File: config.mk
export PLATFORM = sky130hd
export DESIGN_NAME = adchc_top
export DESIGN_NICKNAME = d
export VERILOG_FILES = /design/src/hdl/adchc_pkg.sv /design/src/hdl/adchc_top.sv
export SDC_FILE = /design/constraint.sdc
export NUM_CORES = 1
export LEC_CHECK = 0
export ABC_AREA = 1
export BUFFER_PORTS_ARGS = -buffer_cell sky130_fd_sc_hd__buf_2
export CAP_MARGIN = 15
export CORE_AREA = 8 8 106 60
export CTS_CLUSTER_SIZE = 24
export DETAILED_ROUTE_END_ITERATION = 8
export DIE_AREA = 0 0 114 68
export GPL_TIMING_DRIVEN = 0
export MAX_ROUTING_LAYER = met4
export PLACE_DENSITY = 0.81
export SLEW_MARGIN = 30
export SYNTH_ARGS = -nofsm -noshare
export SYNTH_HDL_FRONTEND = slang
export SYNTH_SLANG_ARGS = --single-unit
File: constraint.sdc
create_clock -name clk_i -period 2.3 [get_ports clk_i]
set_input_delay 0.115 -clock clk_i [delete_from_list [all_inputs] [get_ports clk_i]]
set_output_delay 0.115 -clock clk_i [all_outputs]
set_load 0.05 [all_outputs]
File: src/hdl/adchc_pkg.sv
// package: constants for the converter control logic
package adchc_pkg;

	// =========================================
	// data layout
	localparam int unsigned DATA_W = 12;
	localparam int unsigned MSB_BYTE_W = 8;
	localparam int unsigned LSB_NIB_W = 4;
	localparam int unsigned SHORT_BITS = 8;
	localparam int unsigned BIT_THREE_POS = 3;
	localparam logic [11:0] SHORT_FILL = 12'h008;
	localparam logic [11:0] SHORT_MASK = 12'hff0;

	// =========================================
	// output enable patterns per read mode
	localparam logic [11:0] OE_NONE = 12'h000;
	localparam logic [11:0] OE_WORD = 12'hfff;
	localparam logic [11:0] OE_HIGH_BYTE = 12'hff0;
	localparam logic [11:0] OE_LOW_BYTE = 12'h0ff;

	// =========================================
	// conversion timing (ns) and derived cycle counts at 125 MHz
	localparam int unsigned CLK_PERIOD_NS = 8;
	localparam int unsigned CONV12_NS = 8000;
	localparam int unsigned CONV8_NS = 5600;
	localparam int unsigned CONV12_CYC = CONV12_NS / CLK_PERIOD_NS;
	localparam int unsigned CONV8_CYC = CONV8_NS / CLK_PERIOD_NS;
	localparam int unsigned CNT_W = 12;

	// =========================================
	// conversion state
	typedef enum logic [0:0] {
		ADCHC_IDLE,
		ADCHC_BUSY
	} adchc_state_e;

endpackage : adchc_pkg

File: src/hdl/adchc_top.sv
// converter control: start detection, busy status and output enables
// =========================================
// Notes on behaviour
// - start when enable high, select low, read/convert low; last one to arrive starts it
// - any number of qualifying inputs changing together still give exactly one start
// - byte select captured at start; low runs 12 bits, high stops after 8
// - only byte select is latched; all other controls act on live levels
// - 12-bit read after 8-bit conversion gives zero low three bits, one on bit three
// - busy status high exactly while a conversion runs, low otherwise
// - data outputs stay high impedance while busy status is high
// - starts during busy are ignored; no restart, no reset of conversion
// - outputs enabled only with read high, busy low, enable high, select low
// - word-width high drives all twelve outputs and ignores byte select
// - word-width low, byte select low drives the eight upper result bits
// - word-width low, byte select high drives low four bits, bits 4-7 forced low
module adchc_top
	import adchc_pkg::*;
#(
	parameter int unsigned CONV12_CYCLES = CONV12_CYC,
	parameter int unsigned CONV8_CYCLES = CONV8_CYC
)
(
	// clock and reset
	input wire logic clk_i,
	input wire logic rst_b_i,
	// control inputs
	input wire logic unit_enable_i,
	input wire logic chip_select_b_i,
	input wire logic read_convert_i,
	input wire logic word_width_i,
	input wire logic byte_select_i,
	// result from the analog core, sampled at end of conversion
	input wire logic [adchc_pkg::DATA_W-1:0] conv_result_i,
	// status and data pins
	output logic busy_status_o,
	output logic [adchc_pkg::DATA_W-1:0] data_o,
	output logic [adchc_pkg::DATA_W-1:0] data_oe_o
);
	import adchc_pkg::*;

	// =========================================
	// start detection
	adchc_state_e state_ff;
	adchc_state_e nxt_state;
	logic start_cond_ff;
	logic short_ff;
	logic [CNT_W-1:0] cnt_ff;
	logic [CNT_W-1:0] nxt_cnt;
	logic [DATA_W-1:0] result_ff;
	logic [DATA_W-1:0] nxt_result;
	logic [DATA_W-1:0] nxt_data;
	logic [DATA_W-1:0] nxt_oe;
	logic nxt_short;

	// three live qualifiers; whichever settles last makes the edge
	wire en_ok = unit_enable_i;
	wire sel_ok = ~chip_select_b_i;
	wire conv_lvl = ~read_convert_i;
	wire start_cond = en_ok & sel_ok & conv_lvl;
	// one rising edge of the combined condition, however many inputs moved
	wire start_evt = start_cond & ~start_cond_ff;
	wire busy = (state_ff == ADCHC_BUSY);
	wire accept = start_evt & ~busy;
	wire conv_done = busy & (cnt_ff == '0);
	wire [CNT_W-1:0] load12 = CNT_W'(CONV12_CYCLES - 1);
	wire [CNT_W-1:0] load8 = CNT_W'(CONV8_CYCLES - 1);

	// =========================================
	// conversion sequencing
	always_comb
	begin
		nxt_state = state_ff;
		nxt_cnt = cnt_ff;
		nxt_short = short_ff;
		nxt_result = result_ff;
		unique case (state_ff)
			ADCHC_IDLE:
			begin
				if (accept)
				begin
					nxt_state = ADCHC_BUSY;
					nxt_short = byte_select_i;
					nxt_cnt = byte_select_i ? load8 : load12;
				end
			end
			ADCHC_BUSY:
			begin
				if (conv_done)
				begin
					nxt_state = ADCHC_IDLE;
					// short conversion: low nibble reads as 1000
					nxt_result = short_ff ? ((conv_result_i & SHORT_MASK) | SHORT_FILL)
						: conv_result_i;
				end
				else
				begin
					nxt_cnt = cnt_ff - CNT_W'(1);
				end
			end
		endcase
	end

	// =========================================
	// read mode decode from live control levels
	// busy as it will stand after this edge
	wire nxt_busy = (nxt_state == ADCHC_BUSY);
	// enables follow next-state busy so the pins never lag the status pin
	wire read_ok = read_convert_i & ~nxt_busy & unit_enable_i & ~chip_select_b_i;
	// byte select acts live here; only its copy for the length is latched
	wire sel_word = read_ok & word_width_i;
	wire sel_high = read_ok & ~word_width_i & ~byte_select_i;
	wire sel_low = read_ok & ~word_width_i & byte_select_i;

	// read modes; off covers every case in which the pins stay released
	typedef enum logic [1:0] {
		ADCHC_RD_OFF,
		ADCHC_RD_WORD,
		ADCHC_RD_HIGH,
		ADCHC_RD_LOW
	} adchc_rd_mode_e;

	adchc_rd_mode_e rd_mode;

	// word width wins, so byte select is a don't-care in word mode
	always_comb
	begin
		rd_mode = ADCHC_RD_OFF;
		if (sel_word)
		begin
			rd_mode = ADCHC_RD_WORD;
		end
		else if (sel_high)
		begin
			rd_mode = ADCHC_RD_HIGH;
		end
		else if (sel_low)
		begin
			rd_mode = ADCHC_RD_LOW;
		end
	end

	// =========================================
	// data patterns per read mode
	// lines not enabled carry zero, so a released pin never shows stale data
	wire [DATA_W-1:0] word_data = nxt_result & OE_WORD;
	wire [DATA_W-1:0] high_data = nxt_result & OE_HIGH_BYTE;
	// upper nibble released, bits 7:4 driven low, low nibble from the result
	wire [DATA_W-1:0] low_data = {8'h00, nxt_result[3:0]};

	always_comb
	begin
		nxt_oe = OE_NONE;
		nxt_data = '0;
		unique case (rd_mode)
			ADCHC_RD_OFF:
			begin
				nxt_oe = OE_NONE;
				nxt_data = '0;
			end
			ADCHC_RD_WORD:
			begin
				nxt_oe = OE_WORD;
				nxt_data = word_data;
			end
			ADCHC_RD_HIGH:
			begin
				nxt_oe = OE_HIGH_BYTE;
				nxt_data = high_data;
			end
			ADCHC_RD_LOW:
			begin
				nxt_oe = OE_LOW_BYTE;
				nxt_data = low_data;
			end
		endcase
	end

	// =========================================
	// sequencer state
	// only the sequencer decides whether a start edge is taken
	always_ff @(posedge clk_i or negedge rst_b_i)
	begin
		if (!rst_b_i)
		begin
			state_ff <= ADCHC_IDLE;
		end
		else
		begin
			state_ff <= nxt_state;
		end
	end

	// =========================================
	// start level history
	// resets low, so a start level present at release begins a conversion
	always_ff @(posedge clk_i or negedge rst_b_i)
	begin
		if (!rst_b_i)
		begin
			start_cond_ff <= 1'b0;
		end
		else
		begin
			start_cond_ff <= start_cond;
		end
	end

	// =========================================
	// latched length select
	// the one stored control; reads still use the live byte select
	always_ff @(posedge clk_i or negedge rst_b_i)
	begin
		if (!rst_b_i)
		begin
			short_ff <= 1'b0;
		end
		else
		begin
			short_ff <= nxt_short;
		end
	end

	// =========================================
	// conversion counter
	// loads once per start and is never reloaded while busy
	always_ff @(posedge clk_i or negedge rst_b_i)
	begin
		if (!rst_b_i)
		begin
			cnt_ff <= '0;
		end
		else
		begin
			cnt_ff <= nxt_cnt;
		end
	end

	// =========================================
	// stored result
	// holds the last result until the next conversion ends
	always_ff @(posedge clk_i or negedge rst_b_i)
	begin
		if (!rst_b_i)
		begin
			result_ff <= '0;
		end
		else
		begin
			result_ff <= nxt_result;
		end
	end

	// =========================================
	// busy status pin
	// taken from next state, so it rises at the very edge that takes the start
	always_ff @(posedge clk_i or negedge rst_b_i)
	begin
		if (!rst_b_i)
		begin
			busy_status_o <= 1'b0;
		end
		else
		begin
			busy_status_o <= nxt_busy;
		end
	end

	// =========================================
	// data pins
	// zero on every line that is not enabled
	always_ff @(posedge clk_i or negedge rst_b_i)
	begin
		if (!rst_b_i)
		begin
			data_o <= '0;
		end
		else
		begin
			data_o <= nxt_data;
		end
	end

	// =========================================
	// data pin enables
	// released for the whole conversion, one cycle behind the live controls
	always_ff @(posedge clk_i or negedge rst_b_i)
	begin
		if (!rst_b_i)
		begin
			data_oe_o <= OE_NONE;
		end
		else
		begin
			data_oe_o <= nxt_oe;
		end
	end

endmodule : adchc_top

* Word-level counts from Yosys, hierarchy flattened
Index checks and enable logic that the tools add are counted.
Word-level totals: bits in latches 0, memory bits (read-only) 0, bits in writable memories 0, memories kept 0, flip-flop bits (word level) 51, output and inout port bits 25
Operators by class: div/mod/pow operators 0, shifts and indexed selects 0, mux-type cells 15, magnitude comparators 0, bitwise gates (word level) 19, multiply operators 0, equal/unequal tests 5, reduce and logical (&&, ||, !) cells 4, add/sub/neg operators 1
Operator list (count):
- case mux 12 bit (4 select lines) | 2
- two-way mux 12 bit | 4
- case mux 12 bit (2 select lines) | 1
- AND 1 bit | 12
- zero test 12 bit | 1
- subtractor 12 x 1 -> 12 bit (second input constant) | 1
- two-way mux 9 bit | 1
- inverter 1 bit | 7
- two-way mux 2 bit | 3
- == test 2 bit (second input constant) | 2
- two-way mux 4 bit | 1
- != test 2 bit (second input constant) | 2
- AND reduction 2 bit | 2
- == test 2 x 1 -> 1 bit (second input constant) | 1
- zero test 2 bit | 1
- two-way mux 1 bit | 2
- case mux 1 bit (2 select lines) | 1

* Depth between registers and ports, before layout
Gate-level depths: netlist of run 1.
depth after elaboration 18, mapped depth 14, depth with buffers taken out 14

* Worst setup path before layout of run 1
No wires, ideal clock.
path type register -> register, start register cnt_ff[0], end register data_o[10] (netlist name), stages on the path, launching flop included 15, arrival time 1.916 ns, path slack 0.313 ns, path through dfrtp_1 inv_1 ha_1 nand2_2 nor2_8 nand2_2 nand2_4 nand2_1 nor2_1 inv_1 ha_1 inv_1 buf_2 nand3_1 nor2_1
On the way: longest elaborated chain between the ends 15
Ends and longest elaborated chain:
- start, declared | line adchc_top.sv:47 | logic [CNT_W-1:0] cnt_ff;
- start signal, assigned | line adchc_top.sv:234 | cnt_ff <= nxt_cnt;
- zero test 12 bit * | line adchc_top.sv:64 | wire conv_done = busy & (cnt_ff == '0);
- AND 1 bit * | line adchc_top.sv:64
- two-way mux 1 bit | line adchc_top.sv:88 | if (conv_done)
- case mux 1 bit (2 select lines) | line adchc_top.sv:76 | unique case (state_ff)
- inverter 1 bit | line adchc_top.sv:108 | wire read_ok = read_convert_i & ~nxt_busy & unit_enable_i & ~chip_select_b_i;
- AND 1 bit (3 in series) | line adchc_top.sv:108
- AND 1 bit | line adchc_top.sv:111, adchc_top.sv:112
- AND 1 bit | line adchc_top.sv:112 | wire sel_low = read_ok & ~word_width_i & byte_select_i;
- two-way mux 2 bit | line adchc_top.sv:136 | else if (sel_low)
- two-way mux 2 bit | line adchc_top.sv:132 | else if (sel_high)
- two-way mux 2 bit | line adchc_top.sv:128 | if (sel_word)
- == test 2 bit, or another cell as far along | line adchc_top.sv:154 | unique case (rd_mode)
- case mux 12 bit (4 select lines) * | line adchc_top.sv:154
- named net nxt_data[10] | line adchc_top.sv:51 | logic [DATA_W-1:0] nxt_data;
- end signal, assigned | line adchc_top.sv:279 | data_o <= nxt_data;
- end, declared | line adchc_top.sv:36 | output logic [adchc_pkg::DATA_W-1:0] data_o,
Mark *: on every way through the listed nets, which the timed path passes. The rest lies on a longest branch. A chain may end at the register's enable or synchronous reset.

* Final worst setup path of run 1
start register cnt_ff[8], end register data_o[7] (netlist name)
The elaborated chain is that of the path after synthesis.

==> results of run 1 <==
==> worst paths after layout <==
path / slack (ns) / to
hold / removal: 0.01 / start_cond_ff
hold reg to reg: 0.49 / result_ff[2]
max in group asynchronous: 1.59 / cnt_ff[2]
setup / recovery: 0.15 / data_o[7]
min in group asynchronous: 0.35 / data_o[1]
setup reg to reg: 0.15 / data_o[7]
==> cell families (layout without fill, tap and decap cells) <==
group / after synthesis / after routing
simple gates: 145 / 145
buf+inv: 63 / 117
flops: 42 / 42
compound gates: 16 / 16
fa+ha+maj: 5 / 5
xor+xnor: 1 / 1
==> area by class of cell <==
class                      count  area, um2  area share
sequential                    42       1050       0.391
timing repair buffer          46        245      0.0912
buffer                        17        140      0.0521
clock buffer                   6       72.6      0.0270
clock inverter                 2       37.5      0.0140
multi-input combinational    167        880       0.327
tap                           73       91.3      0.0340
inverter                      46        173      0.0642
==> metrics by stage <==
step / instances / worst slack [ns] / area [um2] / utilization
floorplan: 272 / 0.313 / 2220 / -
global placement: 388 / -0.000846 / 2530 / 0.502
detailed placement: 388 / -0.0535 / 2530 / 0.502
CTS: 398 / 0.00450 / 2670 / 0.530
global route: 399 / -0.00414 / 2690 / 0.534
finish: 399 / 0.149 / 2690 / 0.534
==> synth_stat cells, types with 3 or more instances <==
| library cell | instances | share of area |
|---|---|---|
| buf_4 | 10 | 0.034 |
| nor2_1 | 37 | 0.062 |
| a21oi_1 | 3 | 0.0067 |
| and2_1 | 8 | 0.022 |
| o21ai_2 | 4 | 0.016 |
| nand3_1 | 19 | 0.043 |
| inv_1 | 45 | 0.076 |
| nand4_1 | 12 | 0.034 |
| o21ai_0 | 8 | 0.018 |
| buf_6 | 4 | 0.020 |
| nand2_1 | 52 | 0.088 |
| nand3_2 | 3 | 0.013 |
| dfrtp_1 | 42 | 0.47 |
| ha_1 | 5 | 0.028 |
| nand2_2 | 4 | 0.011 |
==> power by group <==
group	total (mW)	internal [mW]	switching (mW)
Clock	0.591	0.324	0.267
Combinational	0.201	0.0764	0.125
Sequential	0.838	0.781	0.0569
==> timing repair <==
item | 4_1_cts | 5_1_grt
buffers inserted | 0 | 1
hold buffers | 2 | 0
setup endpoints to repair | 9 | 9
hold endpoints to repair | 43 | 0
resized for setup | 3 | 7
pin swaps | 0 | 2
==> worst max-delay path, cell delays in order (launching register included) <==
cell	delay, ns
dfrtp_1	0.45
nor2_1	0.20
and2_4	0.17
buf_6	0.11
nand2_2	0.06
nand2_4	0.11
nand2_1	0.11
nor2_2	0.15
inv_1	0.07
ha_1	0.20
inv_2	0.10
buf_6	0.15
nand3_1	0.10
nor2_2	0.12
==> per-layer routing <==
layer,share of wire,vias to the layer above,track usage,wire length (um)
met5,0,-,-,0
li1,-,938,-,-
met1,0.52,849,0.197,2610
met4,0.0064,0,0.0460,32
met2,0.37,59,0.189,1860
met3,0.096,3,0.0572,479
==> flip-flops by register name, indices dropped and copies added, names as in the netlist <==
name / count
busy_status_o: 1
cnt_ff: 12
data_o: 12
data_oe_o: 3
result_ff: 12
short_ff: 1
start_cond_ff: 1
==> results.json, run 1 <==
{
  "antenna_found_initial": 0,
  "r2r_cells": 13,
  "syn_area_um2": 2220,
  "mostFrequentLayoutCells": "52 x nand2_1, 43 x buf_2, 42 x inv_1, 42 x dfrtp_1, 32 x nor2_1",
  "drv_slew": 0,
  "cp.required_ns": 2.54,
  "setup-tns-final_ns": 0,
  "syn_area_per_cell_um2": 8.18,
  "clk_pin_slew_ns": 0.08,
  "chipHeight_um": 68,
  "synth_seq_cells": 42,
  "grt_pass1_vias": 1729,
  "grt_overflow": 0,
  "routed_wirelength_um": 4980,
  "wl_per_cell_um": 12.5,
  "async_flop_share": 1.00,
  "drt-initial-drc-count": 82,
  "syn_nets": 296,
  "worstMarginPinSlew_ns": 0.528,
  "clk_latency_ns": 0.30,
  "ant_nets": 0,
  "ys_types": 27,
  "dp.final_hpwl_um": 3750,
  "finalPower_mw": 1.63,
  "cellLeakagePower_nw": 1.46,
  "cts_htree_levels": 2,
  "ios": 44,
  "min_from": "chip_select_b_i",
  "drv_cap": 0,
  "yosys.area_share.simple": 0.315,
  "ys_seq_area_frac": 0.472,
  "status": "finished clean",
  "cts_made_buffers": 5,
  "synthAdderAreaFrac": 0.0281,
  "routed_via_density": 4.63,
  "cp_max_fo": 10,
  "grt_pass1_wl_um": 8430,
  "synth_edf_count": 0,
  "fin_crit_ns": 2.15,
  "nFillCells": 477,
  "vias": 1849,
  "numPortBuffers": 43,
  "start_kind": "register",
  "path_class": "reg -> reg",
  "finalClockSkew_ns": 0.00720,
  "clock_path_buffers": 2,
  "nets": 349,
  "yosys_warnings": 0,
  "synth_top_family_by_area": "simple AND/OR/NAND/NOR gates",
  "holdWs_ns": 0.0131,
  "diodes": 0,
  "grt_max_degree": 43,
  "fin_crit_sh": 0.935,
  "worstPathArrival_ns": 2.39,
  "synth_mux_area_frac": 0,
  "relSlewSlack": 0.648,
  "synth_compound_area_frac": 0.0427,
  "rr_startpoint": "cnt_ff[8]",
  "synthToLayoutAreaGrowth_pct": 20.9,
  "holdCritPathClass": "in -> reg",
  "initial_core_util": 0.441,
  "final_common_cell": "nand2_1",
  "synth_ff_type": "dfrtp_1",
  "die_area_um2": 7750,
  "ir_worst_vdd_uv": 319,
  "grt_use_total": 0.145,
  "drc": 0,
  "drtPass1Iterations": 4,
  "fmax_ghz": 0.465,
  "core_region_area_um2": 5040,
  "synth_cells": 272,
  "cts_tree": "yes",
  "finalHoldViolCount": 0,
  "final-setup-viol-count": 0,
  "powerDensity_nw_per_um2": 606,
  "gp_congestion": 0.905,
  "final_layout_size_suffix_gt1_frac": 0.285,
  "cts-root-buf": "clkbuf_8",
  "num_rows": 19,
  "whs_path_depth": 2,
  "synthXorXnorAreaFrac": 0.00394,
  "die_x_um": 114,
  "clock_sinks": 42,
  "startpoint": "cnt_ff[8]",
  "endpoint_kind": "register"
}
No activity file was read; power rests on OpenSTA's default activity.
==> run 2, diff against run 1 <==
- clock period: 2.3 -> 2 ns (I/O delays scaled with it)
==> results.json, run 2 (synthesis gave the netlist of run 1 again) <==
{
  "status": "finished clean",
  "cpMostUsedCell": "nand2_4",
  "final-setup-viol-count": 0,
  "nets": 369,
  "holdCritPathClass": "in -> reg",
  "numPortBuffers": 43,
  "worst-path-buf-inv": 3,
  "chipHeight_um": 68,
  "place_ws_ns": -0.354,
  "clock_sinks": 42,
  "mostFrequentLayoutCells": "51 x nand2_1, 43 x buf_2, 42 x inv_1, 42 x dfrtp_1, 31 x nor2_1",
  "grt_overflow": 0,
  "powerDensity_nw_per_um2": 676,
  "grt_use_total": 0.151,
  "grt_pass1_vias": 1799,
  "ios": 44,
  "num_rows": 19,
  "worstMarginPinSlew_ns": 0.528,
  "finalPower_mw": 1.95,
  "start_kind": "register",
  "cts_tree": "yes",
  "drt-initial-drc-count": 99,
  "cpLargestDelayFamily": "simple AND/OR/NAND/NOR gates",
  "slowest_stage": "dfrtp_1",
  "clk_latency_ns": 0.30,
  "cts_htree_levels": 2,
  "cts-root-buf": "clkbuf_8",
  "clock_path_buffers": 2,
  "ir_worst_vdd_uv": 369,
  "nFillCells": 468,
  "cp_cell_sequence": "nor2_4 > nand2_4 > nor2_8 > nand2_2 > nand2_4 > nand2_4 > nor2_4 > inv_1 > ha_1 > inv_2 > buf_6 > nand3_1 > nor2_1",
  "utilization": 0.573,
  "fin_crit_ns": 1.93,
  "vias": 1962,
  "endpoint_kind": "register",
  "fmax_ghz": 0.518,
  "drv_cap": 0,
  "die_x_um": 114,
  "finalClockSkew_ns": 0.00494,
  "wl_per_cell_um": 13.1,
  "core_region_area_um2": 5040,
  "clk_pin_slew_ns": 0.08,
  "finalHoldViolCount": 0,
  "drv_slew": 0,
  "cts_made_buffers": 5,
  "diodes": 0,
  "placed_cell_area_um2": 2530,
  "final_cell_area_um2": 2890,
  "ant_nets": 0,
  "cp.required_ns": 2.23,
  "routed_wirelength_um": 5500,
  "drc": 0,
  "cellLeakagePower_nw": 1.60,
  "routed_via_density": 4.68,
  "antenna_found_initial": 0,
  "gp_congestion": 0.905,
  "relSlewSlack": 0.648,
  "final_cells": 419,
  "dp_cells": 388,
  "synthToLayoutAreaGrowth_pct": 29.9,
  "worstPathArrival_ns": 2.16,
  "grt_max_degree": 43,
  "layout_setup_ws_ns": 0.0701,
  "drtPass1Iterations": 4,
  "path_class": "reg -> reg",
  "final_common_cell": "nand2_1",
  "final_layout_size_suffix_gt1_frac": 0.332,
  "initial_core_util": 0.441,
  "die_area_um2": 7750,
  "cp_max_fo": 5,
  "dp.final_hpwl_um": 3750,
  "reg_top3": "cnt_ff x12, data_o x12, result_ff x12",
  "critPathMaxStageDelay_ns": 0.45,
  "fin_crit_sh": 0.965,
  "grt_pass1_wl_um": 8800
}
run 2: cell types whose count changed in the layout (fill, tap and decap cells not counted), moves of 2 or more:
cell	previous run	this run
nor2_4	0	3
buf_4	12	30
nor2_2	7	5
nand2_4	2	4
run 2: worst reg2reg max path: stages (launching register included):
cell and delay [ns]:
dfrtp_1 0.45, nor2_4 0.18, nand2_4 0.08, nor2_8 0.13, nand2_2 0.07, nand2_4 0.09, nand2_4 0.07, nor2_4 0.10
inv_1 0.06, ha_1 0.20, inv_2 0.10, buf_6 0.13, nand3_1 0.09, nor2_1 0.11
run 2: timing repair:
item,in CTS,in global routing
cloned,1,0
pin swaps,2,4
resized for setup,12,9
setup buffers,8,11
hold buffers,3,0
hold endpoints to repair,43,0
setup endpoints to repair,13,13
run 2: through the flow:
step | hold WS [ns] | setup TNS (ns)
after floorplan | -0.196 | 0
final | 0.129 | 0
after CTS | 0.120 | 0
after detailed placement | 0.295 | -3.37
after global placement | 0.293 | -2.48
after global routing | 0.143 | -0.0551
run 2: path summary, 6_finish.rpt:
check / startpoint / slack, ns / endpoint / cells after the start
hold reg to reg: result_ff[2] / 0.49 / result_ff[2] / 2
max in group asynchronous: rst_b_i / 1.31 / cnt_ff[2] / 2
setup reg to reg: cnt_ff[2] / 0.07 / data_o[10] / 13
min in group asynchronous: rst_b_i / 0.33 / data_o[2] / 2
setup / recovery: cnt_ff[2] / 0.07 / data_o[10] / 13
hold / removal: byte_select_i / 0.13 / short_ff / 3
run 2: where the power goes:
| part | internal [mW] | total (mW) | switching, mW |
|---|---|---|---|
| sequential | 0.898 | 0.956 | 0.0580 |
| combinational | 0.138 | 0.313 | 0.175 |
| clock | 0.373 | 0.683 | 0.310 |
| total | 1.41 | 1.95 | 0.543 |
run 2: metal layers:
metal / part of all wire / global-route usage
met1: 0.49 / 0.205
met2: 0.40 / 0.198
met3: 0.11 / 0.0634
met4: 0.0058 / 0.0460
met5: 0 / -
run 2: final cells by class:
| cell class | count | area [um2] | share of cell area |
|---|---|---|---|
| plain buffers | 17 | 140 | 0.0485 |
| clock buffers | 6 | 72.6 | 0.0251 |
| flip-flops and latches | 42 | 1050 | 0.364 |
| inverters | 46 | 173 | 0.0598 |
| well taps | 73 | 91.3 | 0.0316 |
| multi-input cells | 167 | 922 | 0.319 |
| repair buffers | 66 | 402 | 0.139 |
| clock inverters | 2 | 37.5 | 0.0130 |
==> run 3, diff against run 2 <==
--- a/config.mk
+++ b/config.mk
@@ -9,3 +9,2 @@
 export BUFFER_PORTS_ARGS = -buffer_cell sky130_fd_sc_hd__buf_2
-export CAP_MARGIN = 15
 export CORE_AREA = 8 8 106 60
==> constraint.sdc (replaced) <==
create_clock -name clk_i -period 2 [get_ports clk_i]
set_input_delay 0.3 -clock clk_i [delete_from_list [all_inputs] [get_ports clk_i]]
set_output_delay 0.3 -clock clk_i [all_outputs]
set_load 0.05 [all_outputs]
==> results.json, run 3 (synthesis gave the netlist of run 1 again) <==
{
  "ant_nets": 0,
  "fin_crit_ns": 1.94,
  "grt_pass1_wl_um": 8690,
  "failed_checks": "hold timing",
  "seq_area_um2": 1050,
  "start_kind": "register",
  "ir_worst_vdd_uv": 369,
  "ios": 44,
  "vias": 1936,
  "r2r_cells": 13,
  "die_area_um2": 7750,
  "reg2reg_slack_ns": 0.06,
  "multi_input_area_um2": 922,
  "clk_pin_slew_ns": 0.08,
  "pwr-share-seq": 0.491,
  "dp.final_hpwl_um": 3750,
  "intPower_mw": 1.40,
  "final_cell_area_um2": 2860,
  "num_rows": 19,
  "reg_top3": "cnt_ff x12, data_o x12, result_ff x12",
  "r2r_end": "data_o[10]",
  "fmax_ghz": 0.515,
  "fin_crit_sh": 0.970,
  "finalHoldViolCount": 42,
  "mostFrequentLayoutCells": "51 x nand2_1, 43 x buf_2, 42 x inv_1, 42 x dfrtp_1, 31 x nor2_1",
  "finalPower_mw": 1.95,
  "drc": 0,
  "utilization": 0.567,
  "initial_core_util": 0.441,
  "drv_cap": 0,
  "finalClockSkew_ns": 0.00532,
  "worstPathArrival_ns": 2.17,
  "placed_cell_area_um2": 2530,
  "routed_via_density": 4.65,
  "drtPass1Iterations": 4,
  "cp-endpoint": "data_o[10]",
  "path_class": "reg -> reg",
  "nets": 366,
  "grt_overflow": 0,
  "antenna_found_initial": 0,
  "final-setup-viol-count": 0,
  "wl_per_cell_um": 13.3,
  "holdCritPathClass": "in -> async",
  "grt_use_total": 0.149,
  "cp_max_fo": 5,
  "clock_path_buffers": 2,
  "chipHeight_um": 68,
  "powerDensity_nw_per_um2": 681,
  "p_clk_frac": 0.350,
  "rr_startpoint": "cnt_ff[2]",
  "cp.required_ns": 2.23,
  "nFillCells": 471,
  "status": "complete, but fails checks",
  "grt_max_degree": 43,
  "cts_made_buffers": 5,
  "final_layout_size_suffix_gt1_frac": 0.335,
  "p_sw_mw": 0.541,
  "cellLeakagePower_nw": 1.58,
  "cts_tree": "yes",
  "startpoint": "cnt_ff[2]",
  "drv_slew": 0,
  "gp_congestion": 0.905,
  "cts_htree_levels": 2,
  "holdWs_ns": -0.0188,
  "grt_pass1_vias": 1793,
  "synthToLayoutAreaGrowth_pct": 28.5,
  "die_x_um": 114,
  "routed_wirelength_um": 5520,
  "cts-root-buf": "clkbuf_8",
  "pwr-share-comb": 0.159,
  "core_region_area_um2": 5040,
  "numPortBuffers": 43,
  "clk_latency_ns": 0.30,
  "p_sw_frac": 0.278,
  "clock_sinks": 42,
  "final_common_cell": "nand2_1",
  "drt-initial-drc-count": 106,
  "endpoint_kind": "register",
  "worstMarginPinSlew_ns": 0.534,
  "relSlewSlack": 0.644,
  "diodes": 0
}
[run 3: cell types whose count changed in the layout (fill, tap and decap cells not counted)]
cell,previous run,this run
dlygate4sd3_1,3,0
[run 3: metal layers]
layer | up-vias | wire length, um | GRT usage | share of wire
met3 | 3 | 567 | 0.0643 | 0.10
met1 | 894 | 2750 | 0.199 | 0.50
met4 | 0 | 32 | 0.0460 | 0.0058
met5 | - | 0 | - | 0
met2 | 67 | 2170 | 0.197 | 0.39
li1 | 972 | - | - | -
[run 3: power by group through the flow]
stage | clock (mW) | sequential [mW] | combinational [mW]
final | 0.681 | 0.956 | 0.309
after global routing | 0.739 | 0.961 | 0.346
after CTS | 0.690 | 0.952 | 0.272
after detailed placement | 0 | 0.968 | 0.225
after global placement | 0 | 0.969 | 0.215
after floorplan | 0 | 0.952 | 0.160
[run 3: worst min path at each step]
stage | from | end | slack (ns) | depth (start not counted)
after floorplan | rst_b_i | busy_status_o | 0.004 | 0
after global placement | result_ff[2] | result_ff[2] | 0.46 | 2
after detailed placement | result_ff[1] | result_ff[1] | 0.46 | 2
after CTS | rst_b_i | data_o[1] | 0.16 | 1
after global routing | rst_b_i | data_o[3] | 0.01 | 1
final | rst_b_i | result_ff[1] | -0.02 | 1
[run 3: cell type report]
cell class | count | share of cell area
sequential | 42 | 0.368
clock buffer | 6 | 0.0254
tap | 73 | 0.0319
timing repair buffer | 63 | 0.130
buffer | 17 | 0.0490
clock inverter | 2 | 0.0131
inverter | 46 | 0.0604
multi-input combinational | 167 | 0.323
[run 3: per-stage QoR]
step	hold WS (ns)	std cells	TNS [ns]	setup slack, ns
3_5_place_dp	0.459	388	-3.37	-0.354
5_1_grt	0.0112	416	-0.110	-0.0351
3_3_place_gp	0.460	388	-2.48	-0.301
4_1_cts	0.165	405	0	0.0127
2_1_floorplan	0.00441	272	0	0.0132
6_report	-0.0188	416	0	0.0590
[run 3: timing repair]
action                                  CTS  global route
hold buffers                              0             0
endpoints found under the setup margin   13            13
pin swaps                                 2             4
cloned                                    1             0
setup buffers                             8            11
resized for setup                        12             9
[run 3: worst max-delay path, stage by stage (launching register included)]
cell,delay (ns)
dfrtp_1,0.45
nor2_4,0.18
nand2_4,0.08
nor2_8,0.13
nand2_2,0.07
nand2_4,0.09
nand2_4,0.07
nor2_4,0.11
inv_1,0.06
ha_1,0.20
inv_2,0.10
buf_6,0.13
nand3_1,0.09
nor2_1,0.12
